File: config.mk
export PLATFORM = sky130hd
export DESIGN_NAME = spr_core
export DESIGN_NICKNAME = d
export VERILOG_FILES = /design/src/spr_pkg.sv /design/src/spr_if.sv /design/src/spr_core.sv /design/src/spr_shift.sv /design/src/spr_sync3.sv
export SDC_FILE = /design/constraint.sdc
export NUM_CORES = 1
export LEC_CHECK = 0
export BUFFER_PORTS_ARGS = -buffer_cell sky130_fd_sc_hd__clkbuf_2
export CAP_MARGIN = 20
export CORE_MARGIN = 5
export CORE_UTILIZATION = 57
export CTS_BUF_LIST = sky130_fd_sc_hd__clkbuf_2
export DETAILED_ROUTE_END_ITERATION = 6
export GPL_TIMING_DRIVEN = 1
export PLACE_DENSITY_LB_ADDON = 0.15
export SLEW_MARGIN = 0
export SYNTH_ARGS = -nofsm -noshare
export SYNTH_HDL_FRONTEND = slang
export SYNTH_SLANG_ARGS = --single-unit
File: constraint.sdc
create_clock -name CLOCK_IN -period 2.3 [get_ports CLOCK_IN]
set_input_delay 0.23 -clock CLOCK_IN [delete_from_list [all_inputs] [get_ports CLOCK_IN]]
set_output_delay 0.23 -clock CLOCK_IN [all_outputs]
set_load 0.01 [all_outputs]
File: src/spr_pkg.sv
// ****************************************************************
// shared constants of the serial core register interface
// ****************************************************************
package spr_pkg;

  // ****************************************************************
  // widths
  // ****************************************************************
  localparam int DATA_W   = 8;   // serial data width n
  localparam int SEL_W    = 8;   // number of target select outputs
  localparam int BUS_W    = 32;  // host data bus width
  localparam int ADDR_W   = 3;   // internal word address width
  localparam int CTRL_W   = 11;  // control bits held, 10 down to 0
  localparam int BITCNT_W = 4;   // serial bit counter width

  // ****************************************************************
  // internal word addresses
  // ****************************************************************
  localparam logic [ADDR_W-1:0] ADDR_RX_HOLD = 3'h0;
  localparam logic [ADDR_W-1:0] ADDR_TX_HOLD = 3'h1;
  localparam logic [ADDR_W-1:0] ADDR_STATUS  = 3'h2;
  localparam logic [ADDR_W-1:0] ADDR_CONTROL = 3'h3;
  localparam logic [ADDR_W-1:0] ADDR_RSVD    = 3'h4;
  localparam logic [ADDR_W-1:0] ADDR_SEL     = 3'h5;

  // ****************************************************************
  // status and control bit positions
  // ****************************************************************
  localparam int BIT_RX_OVR   = 3;   // receive_overrun_flag
  localparam int BIT_TX_OVR   = 4;   // transmit_overrun_flag
  localparam int BIT_IDLE     = 5;   // shifter_idle_flag
  localparam int BIT_TX_EMPTY = 6;   // transmit_empty_flag
  localparam int BIT_RX_FULL  = 7;   // receive_full_flag
  localparam int BIT_ERROR    = 8;   // error summary / error_irq_enable
  localparam int BIT_FORCE    = 10;  // force target select

  // writable control bits: enables at 3,4,6,7,8 and force at 10
  localparam logic [CTRL_W-1:0] CTRL_WMASK   = 11'h5d8;
  localparam logic [CTRL_W-1:0] CTRL_RESET   = 11'h000;
  localparam logic [SEL_W-1:0]  SEL_RESET    = 8'h01;
  localparam logic [BUS_W-1:0]  RSVD_READ    = 32'h00000000;

  // ****************************************************************
  // timing
  // ****************************************************************
  localparam int CLK_PERIOD_NS  = 40;  // core clock period
  // the half period must outlast the three-flop input path plus the agreement
  // stage, or the rising edge would sample the bit of the previous slot
  localparam int SCLK_HALF_NS   = 240; // least half period of serial clock
  localparam int SCLK_HALF_CYC  = (SCLK_HALF_NS + CLK_PERIOD_NS - 1) / CLK_PERIOD_NS;
  localparam logic [BITCNT_W-1:0] HALF_LAST = BITCNT_W'(SCLK_HALF_CYC - 1);
  localparam logic [BITCNT_W-1:0] BITS_LAST = BITCNT_W'(DATA_W - 1);

  // ****************************************************************
  // shift engine states, one-hot
  // ****************************************************************
  typedef enum logic [2:0] {
    SH_IDLE = 3'h1,
    SH_LOW  = 3'h2,
    SH_HIGH = 3'h4
  } spr_shift_state_t;

endpackage

File: src/spr_if.sv
`timescale 1ns/1ns
// ****************************************************************
// link between register side and shift engine
// ****************************************************************
interface spr_shift_if;
  logic                        load;       // one-cycle start pulse
  logic [spr_pkg::DATA_W-1:0]  load_data;  // word to send
  logic                        busy;       // engine shifting
  logic                        done;       // one-cycle word finished
  logic [spr_pkg::DATA_W-1:0]  rx_word;    // word received

  modport core   (output load, output load_data, input busy, input done, input rx_word);
  modport engine (input load, input load_data, output busy, output done, output rx_word);
endinterface

File: src/spr_core.sv
`timescale 1ns/1ns
// Summary of operation
// - six word registers at addresses zero to five
// - undefined data bits read zero, writes ignored
// - full received word loads holding, sets full
// - reading receive holding clears full; writes ignored
// - new word always loads; full and no read that cycle sets overrun
// - transmit write while empty clears transmit empty
// - transfer to shifter sets transmit empty again
// - write while not empty: overrun, data discarded
// - held word waits until current shift ends
// - status read harmless; status write clears errors
// - master: idle low during transfer, high empty
// - slave: idle low when selected or unready
// - error flag is OR of both overruns
// - select mask and force only in master
// - interrupt when flag and its enable set
// - force bit drives masked selects always
// - reset clears all control bits
// - reset selects target zero only

// ****************************************************************
// register interface of the serial core
// ****************************************************************
module spr_core #(
  parameter bit IS_MASTER = 1'b1  // build as master (1) or slave (0)
) (
  input  wire logic                          CLOCK_IN,
  input  wire logic                          NRST_IN,
  input  wire logic [spr_pkg::ADDR_W-1:0]    ADDR_IN,       // internal word address
  input  wire logic                          RD_IN,         // read strobe
  input  wire logic                          WR_IN,         // write strobe
  input  wire logic [spr_pkg::BUS_W-1:0]     WDATA_IN,      // write data
  output logic      [spr_pkg::BUS_W-1:0]     RDATA_OUT,     // read data, one cycle late
  output logic                               IRQ_OUT,       // interrupt request, high
  output logic                               SCLK_OUT,      // serial clock
  output logic                               MOSI_OUT,      // serial data out
  input  wire logic                          MISO_IN,       // serial data in
  input  wire logic                          SEL_N_IN,      // slave select in, low
  output logic      [spr_pkg::SEL_W-1:0]     SEL_N_OUT      // target selects, low
);

  // ****************************************************************
  // state
  // ****************************************************************
  typedef struct packed {
    logic [spr_pkg::DATA_W-1:0]  rx_hold;      // receive holding register
    logic [spr_pkg::DATA_W-1:0]  tx_hold;      // transmit holding register
    logic                        rx_full;      // receive_full_flag
    logic                        tx_empty;     // transmit_empty_flag
    logic                        rx_ovr;       // receive_overrun_flag
    logic                        tx_ovr;       // transmit_overrun_flag
    logic [spr_pkg::CTRL_W-1:0]  control;      // control register
    logic [spr_pkg::SEL_W-1:0]   sel_mask;     // target select mask
    logic [spr_pkg::SEL_W-1:0]   sel_n;        // registered select pins
    logic [spr_pkg::BUS_W-1:0]   rdata;        // registered read data
    logic                        load;         // start pulse to engine
    logic [spr_pkg::DATA_W-1:0]  load_data;    // word handed to engine
  } spr_core_state_t;

  spr_core_state_t st;       // current state
  spr_core_state_t next_st;  // next state

  spr_shift_if sh ();        // link to the shift engine

  logic                        miso_sync;    // filtered serial input
  logic                        sel_sync_n;   // filtered slave select
  logic                        shifter_idle; // shifter_idle_flag
  logic                        error_flag;   // error summary
  logic [spr_pkg::BUS_W-1:0]   status_word;  // assembled status
  logic                        wr_rx;        // decoded strobes
  logic                        wr_tx;
  logic                        wr_stat;
  logic                        wr_ctrl;
  logic                        wr_sel;
  logic                        rd_rx;

  // ****************************************************************
  // input synchronisers
  // ****************************************************************
  spr_sync3 #(
    .IDLE_LEVEL (1'b0)
  ) u_sync_miso (
    .clk_in    (CLOCK_IN),
    .nrst_in   (NRST_IN),
    .pin_in    (MISO_IN),
    .level_out (miso_sync)
  );

  // select idles high so an idle slave looks deselected
  spr_sync3 #(
    .IDLE_LEVEL (1'b1)
  ) u_sync_sel (
    .clk_in    (CLOCK_IN),
    .nrst_in   (NRST_IN),
    .pin_in    (SEL_N_IN),
    .level_out (sel_sync_n)
  );

  // ****************************************************************
  // shift engine
  // ****************************************************************
  spr_shift u_shift (
    .clk_in   (CLOCK_IN),
    .nrst_in  (NRST_IN),
    .sh       (sh.engine),
    .miso_in  (miso_sync),
    .sclk_out (SCLK_OUT),
    .mosi_out (MOSI_OUT)
  );

  assign sh.load      = st.load;
  assign sh.load_data = st.load_data;

  // ****************************************************************
  // address decode
  // ****************************************************************
  // the receive holding write is decoded but wr_rx is never used: such writes are dropped
  assign wr_rx   = WR_IN && (ADDR_IN == spr_pkg::ADDR_RX_HOLD);
  assign wr_tx   = WR_IN && (ADDR_IN == spr_pkg::ADDR_TX_HOLD);
  assign wr_stat = WR_IN && (ADDR_IN == spr_pkg::ADDR_STATUS);
  assign wr_ctrl = WR_IN && (ADDR_IN == spr_pkg::ADDR_CONTROL);
  assign wr_sel  = WR_IN && (ADDR_IN == spr_pkg::ADDR_SEL) && IS_MASTER;
  assign rd_rx   = RD_IN && (ADDR_IN == spr_pkg::ADDR_RX_HOLD);

  // ****************************************************************
  // derived status
  // ****************************************************************
  // master idle only when nothing is held, starting or shifting
  always_comb
  begin
    if (IS_MASTER)
    begin
      shifter_idle = !sh.busy && st.tx_empty && !st.load;
    end
    else
    begin
      // slave not ready while the last word still waits to be read
      shifter_idle = sel_sync_n && !st.rx_full;
    end
  end

  assign error_flag = st.rx_ovr | st.tx_ovr;

  always_comb
  begin
    status_word                       = '0;
    status_word[spr_pkg::BIT_RX_OVR]   = st.rx_ovr;
    status_word[spr_pkg::BIT_TX_OVR]   = st.tx_ovr;
    status_word[spr_pkg::BIT_IDLE]     = shifter_idle;
    status_word[spr_pkg::BIT_TX_EMPTY] = st.tx_empty;
    status_word[spr_pkg::BIT_RX_FULL]  = st.rx_full;
    status_word[spr_pkg::BIT_ERROR]    = error_flag;
  end

  // interrupt level, enables share the status bit positions
  assign IRQ_OUT = |(status_word[spr_pkg::CTRL_W-1:0] & st.control);

  // ****************************************************************
  // next state
  // ****************************************************************
  always_comb
  begin
    next_st      = st;
    next_st.load = 1'b0;

    // receive path: newest word always wins the holding register
    if (sh.done)
    begin
      next_st.rx_hold = sh.rx_word;
      next_st.rx_full = 1'b1;
    end
    else if (rd_rx)
    begin
      next_st.rx_full = 1'b0;
    end

    // a read in the same cycle retrieved the old word, so no overrun then
    if (sh.done && st.rx_full && !rd_rx)
    begin
      next_st.rx_ovr = 1'b1;
    end
    else if (wr_stat)
    begin
      next_st.rx_ovr = 1'b0;
    end

    // transmit path: hand the held word over once the engine is free
    if (!st.tx_empty && !sh.busy && !st.load)
    begin
      next_st.load      = 1'b1;
      next_st.load_data = st.tx_hold;
      next_st.tx_empty  = 1'b1;
    end

    // host write to transmit holding
    if (wr_tx && st.tx_empty)
    begin
      next_st.tx_hold  = WDATA_IN[spr_pkg::DATA_W-1:0];
      next_st.tx_empty = 1'b0;
    end

    // write while full keeps the old word; set beats a status clear
    if (wr_tx && !st.tx_empty)
    begin
      next_st.tx_ovr   = 1'b1;
      next_st.tx_empty = st.tx_empty || next_st.tx_empty;
    end
    else if (wr_stat)
    begin
      next_st.tx_ovr = 1'b0;
    end

    // control holds only its defined bits
    if (wr_ctrl)
    begin
      next_st.control = WDATA_IN[spr_pkg::CTRL_W-1:0] & spr_pkg::CTRL_WMASK;
      if (!IS_MASTER)
      begin
        next_st.control[spr_pkg::BIT_FORCE] = 1'b0;
      end
    end

    if (wr_sel)
    begin
      next_st.sel_mask = WDATA_IN[spr_pkg::SEL_W-1:0];
    end

    // selects follow the mask while shifting or when forced
    if (IS_MASTER && (sh.busy || st.control[spr_pkg::BIT_FORCE]))
    begin
      next_st.sel_n = ~st.sel_mask;
    end
    else
    begin
      next_st.sel_n = '1;
    end

    // read mux, status reads change nothing
    if (RD_IN)
    begin
      case (ADDR_IN)
        spr_pkg::ADDR_RX_HOLD:
        begin
          next_st.rdata = spr_pkg::BUS_W'(st.rx_hold);
        end
        spr_pkg::ADDR_STATUS:
        begin
          next_st.rdata = status_word;
        end
        spr_pkg::ADDR_CONTROL:
        begin
          next_st.rdata = spr_pkg::BUS_W'(st.control);
        end
        spr_pkg::ADDR_SEL:
        begin
          next_st.rdata = IS_MASTER ? spr_pkg::BUS_W'(st.sel_mask) : '0;
        end
        default:
        begin
          // reserved slot, transmit holding and unused addresses
          next_st.rdata = spr_pkg::RSVD_READ;
        end
      endcase
    end
  end

  // ****************************************************************
  // state register
  // ****************************************************************
  always_ff @(posedge CLOCK_IN or negedge NRST_IN)
  begin
    if (!NRST_IN)
    begin
      st           <= '0;
      st.tx_empty  <= 1'b1;
      st.control   <= spr_pkg::CTRL_RESET;
      st.sel_mask  <= spr_pkg::SEL_RESET;
      st.sel_n     <= '1;
    end
    else
    begin
      st <= next_st;
    end
  end

  // ****************************************************************
  // outputs
  // ****************************************************************
  assign RDATA_OUT = st.rdata;
  assign SEL_N_OUT = st.sel_n;

endmodule

File: src/spr_shift.sv
`timescale 1ns/1ns
// ****************************************************************
// master shift engine, idle-low clock, sample on rising edge
// ****************************************************************
module spr_shift (
  input  wire logic       clk_in,
  input  wire logic       nrst_in,
  spr_shift_if.engine     sh,
  input  wire logic       miso_in,   // already synchronised
  output logic            sclk_out,
  output logic            mosi_out
);

  typedef struct packed {
    spr_pkg::spr_shift_state_t        state;
    logic [spr_pkg::BITCNT_W-1:0]     div;    // half-period counter
    logic [spr_pkg::BITCNT_W-1:0]     bits;   // bits done
    logic [spr_pkg::DATA_W-1:0]       shreg;  // out at msb, in at lsb
    logic [spr_pkg::DATA_W-1:0]       rx;     // last received word
    logic                             sclk;
    logic                             mosi;
    logic                             done;
  } spr_shift_st_t;

  spr_shift_st_t st;
  spr_shift_st_t next_st;

  // one half period per phase; the word completes on the last falling edge
  always_comb
  begin
    next_st      = st;
    next_st.done = 1'b0;
    next_st.div  = st.div + 1'b1;
    case (st.state)
      spr_pkg::SH_IDLE:
      begin
        next_st.div = '0;
        if (sh.load)
        begin
          next_st.shreg = sh.load_data;
          next_st.mosi  = sh.load_data[spr_pkg::DATA_W-1];
          next_st.bits  = '0;
          next_st.state = spr_pkg::SH_LOW;
        end
      end
      spr_pkg::SH_LOW:
      begin
        // rising edge: sample the incoming bit
        if (st.div == spr_pkg::HALF_LAST)
        begin
          next_st.div   = '0;
          next_st.sclk  = 1'b1;
          next_st.shreg = {st.shreg[spr_pkg::DATA_W-2:0], miso_in};
          next_st.state = spr_pkg::SH_HIGH;
        end
      end
      spr_pkg::SH_HIGH:
      begin
        // falling edge: present next bit or finish
        if (st.div == spr_pkg::HALF_LAST)
        begin
          next_st.div  = '0;
          next_st.sclk = 1'b0;
          if (st.bits == spr_pkg::BITS_LAST)
          begin
            next_st.rx    = st.shreg;
            next_st.done  = 1'b1;
            next_st.mosi  = 1'b0;
            next_st.state = spr_pkg::SH_IDLE;
          end
          else
          begin
            next_st.bits  = st.bits + 1'b1;
            next_st.mosi  = st.shreg[spr_pkg::DATA_W-1];
            next_st.state = spr_pkg::SH_LOW;
          end
        end
      end
      default:
      begin
        next_st.state = spr_pkg::SH_IDLE;
      end
    endcase
  end

  always_ff @(posedge clk_in or negedge nrst_in)
  begin
    if (!nrst_in)
    begin
      st <= '{spr_pkg::SH_IDLE, '0, '0, '0, '0, 1'b0, 1'b0, 1'b0};
    end
    else
    begin
      st <= next_st;
    end
  end

  assign sh.busy    = (st.state != spr_pkg::SH_IDLE);
  assign sh.done    = st.done;
  assign sh.rx_word = st.rx;
  assign sclk_out   = st.sclk;
  assign mosi_out   = st.mosi;

endmodule

File: src/spr_sync3.sv
`timescale 1ns/1ns
// ****************************************************************
// three-stage input synchroniser with agreement filter
// ****************************************************************
module spr_sync3 #(
  parameter logic IDLE_LEVEL = 1'b1  // level shown from reset
) (
  input  wire logic clk_in,
  input  wire logic nrst_in,
  input  wire logic pin_in,
  output logic      level_out
);

  typedef struct packed {
    logic s1;  // first stage, read only by s2
    logic s2;
    logic s3;
    logic q;   // accepted level
  } spr_sync_state_t;

  spr_sync_state_t st;
  spr_sync_state_t next_st;

  // a change is accepted only once stages two and three agree
  always_comb
  begin
    next_st    = st;
    next_st.s1 = pin_in;
    next_st.s2 = st.s1;
    next_st.s3 = st.s2;
    if (st.s2 == st.s3)
    begin
      next_st.q = st.s3;
    end
  end

  always_ff @(posedge clk_in or negedge nrst_in)
  begin
    if (!nrst_in)
    begin
      st <= '{IDLE_LEVEL, IDLE_LEVEL, IDLE_LEVEL, IDLE_LEVEL};
    end
    else
    begin
      st <= next_st;
    end
  end

  assign level_out = st.q;

endmodule
==> results.md <==
- The run finished with clean final reports.
- Relative to the synthesized area, the layout overhead comes to 8.49%.
- The starting density of the core is 0.593.
- The tree is rooted in a clkbuf_2.
- The data required time of the critical path is 2.74 ns.
- The routed via count is 2,721.
- Once layout is done, the placed cells without fillers occupy 4720 um^2.
- Dividing the final minimum period by the clock period gives 0.863.
- In this run the tightest slew margin relative to its limit is 0.653.
- The kind of cell with the highest combined delay on the critical path is simple AND/OR/NAND/NOR gates.
- The startpoint identified for the worst hold timing path is ADDR_IN[1].
- The worst register-to-register path ends at u_shift.sh.rx_word[5].
- The synthesized design contains 0 enable-type register cells.
- After synthesis the cells add up to 4350 um^2.
- The netlist uses 54 different library cells.
- The die is 97.3 um wide.
- The estimated wirelength of the detail-placed design is 5710 um.
- Data arrives at the worst endpoint at 2.42 ns.
- In the layout the commonest cells are 84 x dfrtp_1, 50 x mux2_2, 46 x clkbuf_2.
- The diode insertion count for antenna repair is 0.
- The clock group share of total power is 0.246.
- The average size of a mapped cell is 12.4 um^2.
- By area the synthesized netlist is led by dfrtp_1 48%, mux2_2 13%, buf_4 6.9%.
- The sequential share of the synthesized area is 0.550.
- Setup slack on the worst reg-to-reg path comes out at 0.32 ns.
- After filler insertion, the fill cell instance count of the layout stands at 597.
- The cell type contributing the most total cell area after synthesis is dfrtp_1.
- Timing analysis after detailed placement gives a worst setup slack of 0.366 ns.
- Setup repair after global routing left no endpoint under its margin.
- The depth of the worst register-to-register path is 3.
- The switching component of the power is 0.917 mW.
- Summed over all failing endpoints, the final setup total negative slack is 0 ns.
- The total setup violations reported at the end of the flow is 0.
- The congestion estimate from routability-driven global placement came to 0.856.
- On the final layout, the worst clock skew is 0.0319 ns.
- The beginning of the worst register-to-register path is u_shift.st[29].
- Once placement finished, the instance area stood at 4470 um^2.
- STA classifies the critical path startpoint as a register.
- Together, buffers and inverters on the worst path number 0.
- The library cell used most frequently in the layout, excluding fill and tap cells, is dfrtp_1.
- The number of pins with negative max-slew slack in the final report came to 0.
- The final count of hold timing violations is 0.
- The worst vdd rail ir drop is 0.419 mV.
- The cell count after synthesis is 350.
- The final core utilization is 0.643.
- The number of nets in the final layout is 433.
- In this run the vertical extent of the chip is 97.3 um.
- The number of buffer cells added on primary ports is 38.
- The maximum buffer depth of the clock tree is 2.
- The completed layout was analyzed and its total power is 3.15 mW.
- Entering global routing, the biggest net connects 59 pins.
- The floorplan step defined a core boundary enclosing 7330 um^2.
- Across the whole layout, storage elements account for 2390 um^2.
- TritonCTS built the clock tree.
- For this run, the number of Yosys warnings is 0.
- The highest metal layer carrying signal wires in the routed design is met4.
- The worst hold-check path type is in2reg.
- The kind of end point of the critical path is a register.
- The end of the worst hold path is st[68].
- Based on the critical path, the design can be clocked at up to 0.504 GHz.
- Along the worst path, the maximum fanout reaches 9.
- The depth of the worst hold-timing path is 2.
- The count of cells in the finished layout, fillers not included, comes to 493.
- The total number of clock tree sinks is 95.
- For the pin with the worst max-slew slack, the measured transition is 0.518 ns.
- The layout cell share with drive strength beyond 1 is 0.348.
- The routed wire length is 7910 um.
- After detailed routing, the wire length on met1 is 3920 um.
- Summed over all cells, the static leakage comes to 2.21 nW.
- The via count of the first global-routing pass came to 2,657.
- In this run, synthesis produced a sequential element count of 95.
- The H-tree depth is 3.
- The count of nets left with antenna violations once routing finished came out at 0.
- The worst-skew pair later-pin latency is 0.55 ns.
- The post-placement cell count is 463.
- The combinational fraction of design power is 0.121.
- TritonCTS created 9 clock buffers.
- The overall die area is 9470 um^2.
- Walking the worst path, the cells encountered are or3b_1 -> nor3_4 -> mux2_2.
- The violation count after the first detailed-route iteration is 192.
- Across every metal layer, demand over resource in global routing totals 0.175.
- After detailed routing, the met2 layer carries 3580 um of wire.
- Summed over all layers, the global routing overflow is 0.
- The time the worst path needs with I/O delays and setup is 1.98 ns.
- During I/O placement, the number of pins put on the boundary was 84.
- The remaining routing DRC violations is 0.
- Summing all multi-input logic gate instances after layout gives 1650 um^2.
- The highest-delay cell along the critical path is dfrtp_1.
- The count of standard-cell rows is 31.
- The number of antenna violations at the first check in global routing is 0.
- The share of Yosys cell area claimed by the top area cell type is 0.484.
- The tool flagged a number of max-cap violations equal to 0.
- After clock tree synthesis, the clock-pin slew on the worst setup and hold paths is 0.26 ns.
- The share of synthesized flip-flops with an asynchronous set or reset is 1.00.
- The worst hold slack after final layout is 0.104 ns.
- Once routing completed, OpenROAD measured the worst setup slack at 0.316 ns.
- The first global-routing pass estimated 13,400 um of wire.
- The switching power share of the total is 0.291.
- The most used flip-flop cell after synthesis is dfrtp_1.
- The routed design uses 336 um of met3 wire.
- The average wire length per cell after detail routing is 16.0 um.
- For this run, the slowest stage of the critical path takes 0.53 ns.
- The sequential power share is 0.633.
- By startpoint and endpoint, the worst setup path is classified as reg2reg.
- After detailed routing, the number of vias per cell comes to 5.52.
- The first detailed-routing pass ran for 4 iterations.
- The internal power of the cells is 2.23 mW.
- Dividing total power by cell area gives a power density of 667 nW/um^2.
==> per-layer routing <==
layer | vias up | track usage
li1 | 1286 | -
met1 | 1362 | 0.265
met2 | 63 | 0.254
met3 | 10 | 0.0330
met4 | 0 | 0.0543
met5 | - | 0
==> logic make-up (layout without fill, tap and decap cells) <==
kind of cell | after synthesis | in the layout | synth area share
AO/OA/AOI/OAI | 48 | 48 | 0.0829
adder cells (fa/ha/maj) | 4 | 4 | 0.0109
buffers and inverters | 61 | 84 | 0.0881
other | 1 | 22 | 0.000863
flip-flops | 95 | 95 | 0.550
AND/OR/NAND/NOR | 86 | 86 | 0.127
multiplexers | 52 | 52 | 0.134
XOR/XNOR | 3 | 3 | 0.00605
==> cell type report <==
class | instances | area share
Inverter | 7 | 0.00557
Clock inverter | 7 | 0.0138
Clock buffer | 9 | 0.00955
Sequential cell | 95 | 0.507
Tap cell | 99 | 0.0263
Timing Repair Buffer | 61 | 0.0876
Multi-Input combinational cell | 215 | 0.350
==> state kept, by name, summed over array words and instances, names as in the netlist <==
register and count:
sh.load_data 8, u_shift.mosi_out 1, u_sync_miso.next_st 2, u_shift.sh.done 1
st 34, u_shift.sclk_out 1, sh.load 1, u_sync_miso.st 1
RDATA_OUT 10, u_sync_miso.level_out 1, SEL_N_OUT 8, u_shift.st 19
u_shift.sh.rx_word 8
==> cell usage after synthesis, types with 3 or more instances <==
master,count
dfrtp_1,84
mux2_2,50
buf_4,40
nand2_1,14
nand2b_1,12
clkbuf_1,11
dfstp_2,11
nor2_1,9
o21ai_0,9
o221a_2,8
inv_1,7
nand3_1,7
a21oi_1,6
nor4_1,5
nor4b_1,5
a211oi_1,4
and3b_1,4
and4b_1,4
a22oi_1,3
a31oi_1,3
buf_2,3
ha_1,3
nand3b_1,3
nand4_1,3
nor2b_1,3
o2bb2ai_1,3
==> worst register-to-register path, cell delays in order (launching register included) <==
cell and delay, ns:
dfrtp_1 0.53, or3b_1 0.52, nor3_4 0.45, mux2_2 0.40
==> how the worst max path moves through the flow <==
stage | to | slack, ns | from | depth (start not counted)
after floorplan | sh.load_data[0] | 0.58 | u_shift.st[28] | 5
after global placement | u_shift.sh.rx_word[4] | 0.40 | u_shift.st[29] | 3
after detailed placement | u_shift.sh.rx_word[5] | 0.37 | u_shift.st[29] | 3
after CTS | u_shift.sh.rx_word[5] | 0.33 | u_shift.st[29] | 3
after global routing | u_shift.sh.rx_word[5] | 0.26 | u_shift.st[29] | 3
final | u_shift.sh.rx_word[5] | 0.32 | u_shift.st[29] | 3
==> power by group through the flow <==
stage | clock network (mW) | registers (mW) | logic (mW)
after floorplan | 0 | 1.96 | 0.324
after global placement | 0 | 2.01 | 0.358
after detailed placement | 0 | 2.02 | 0.367
after CTS | 0.792 | 1.99 | 0.385
after global routing | 0.874 | 2.01 | 0.425
final | 0.774 | 1.99 | 0.381
==> timing repair <==
item	CTS	global route
hold endpoints to repair	63	1
hold buffers	13	1
buffers inserted	0	0
resized for setup	0	0
(Power assumes the default switching activity.)
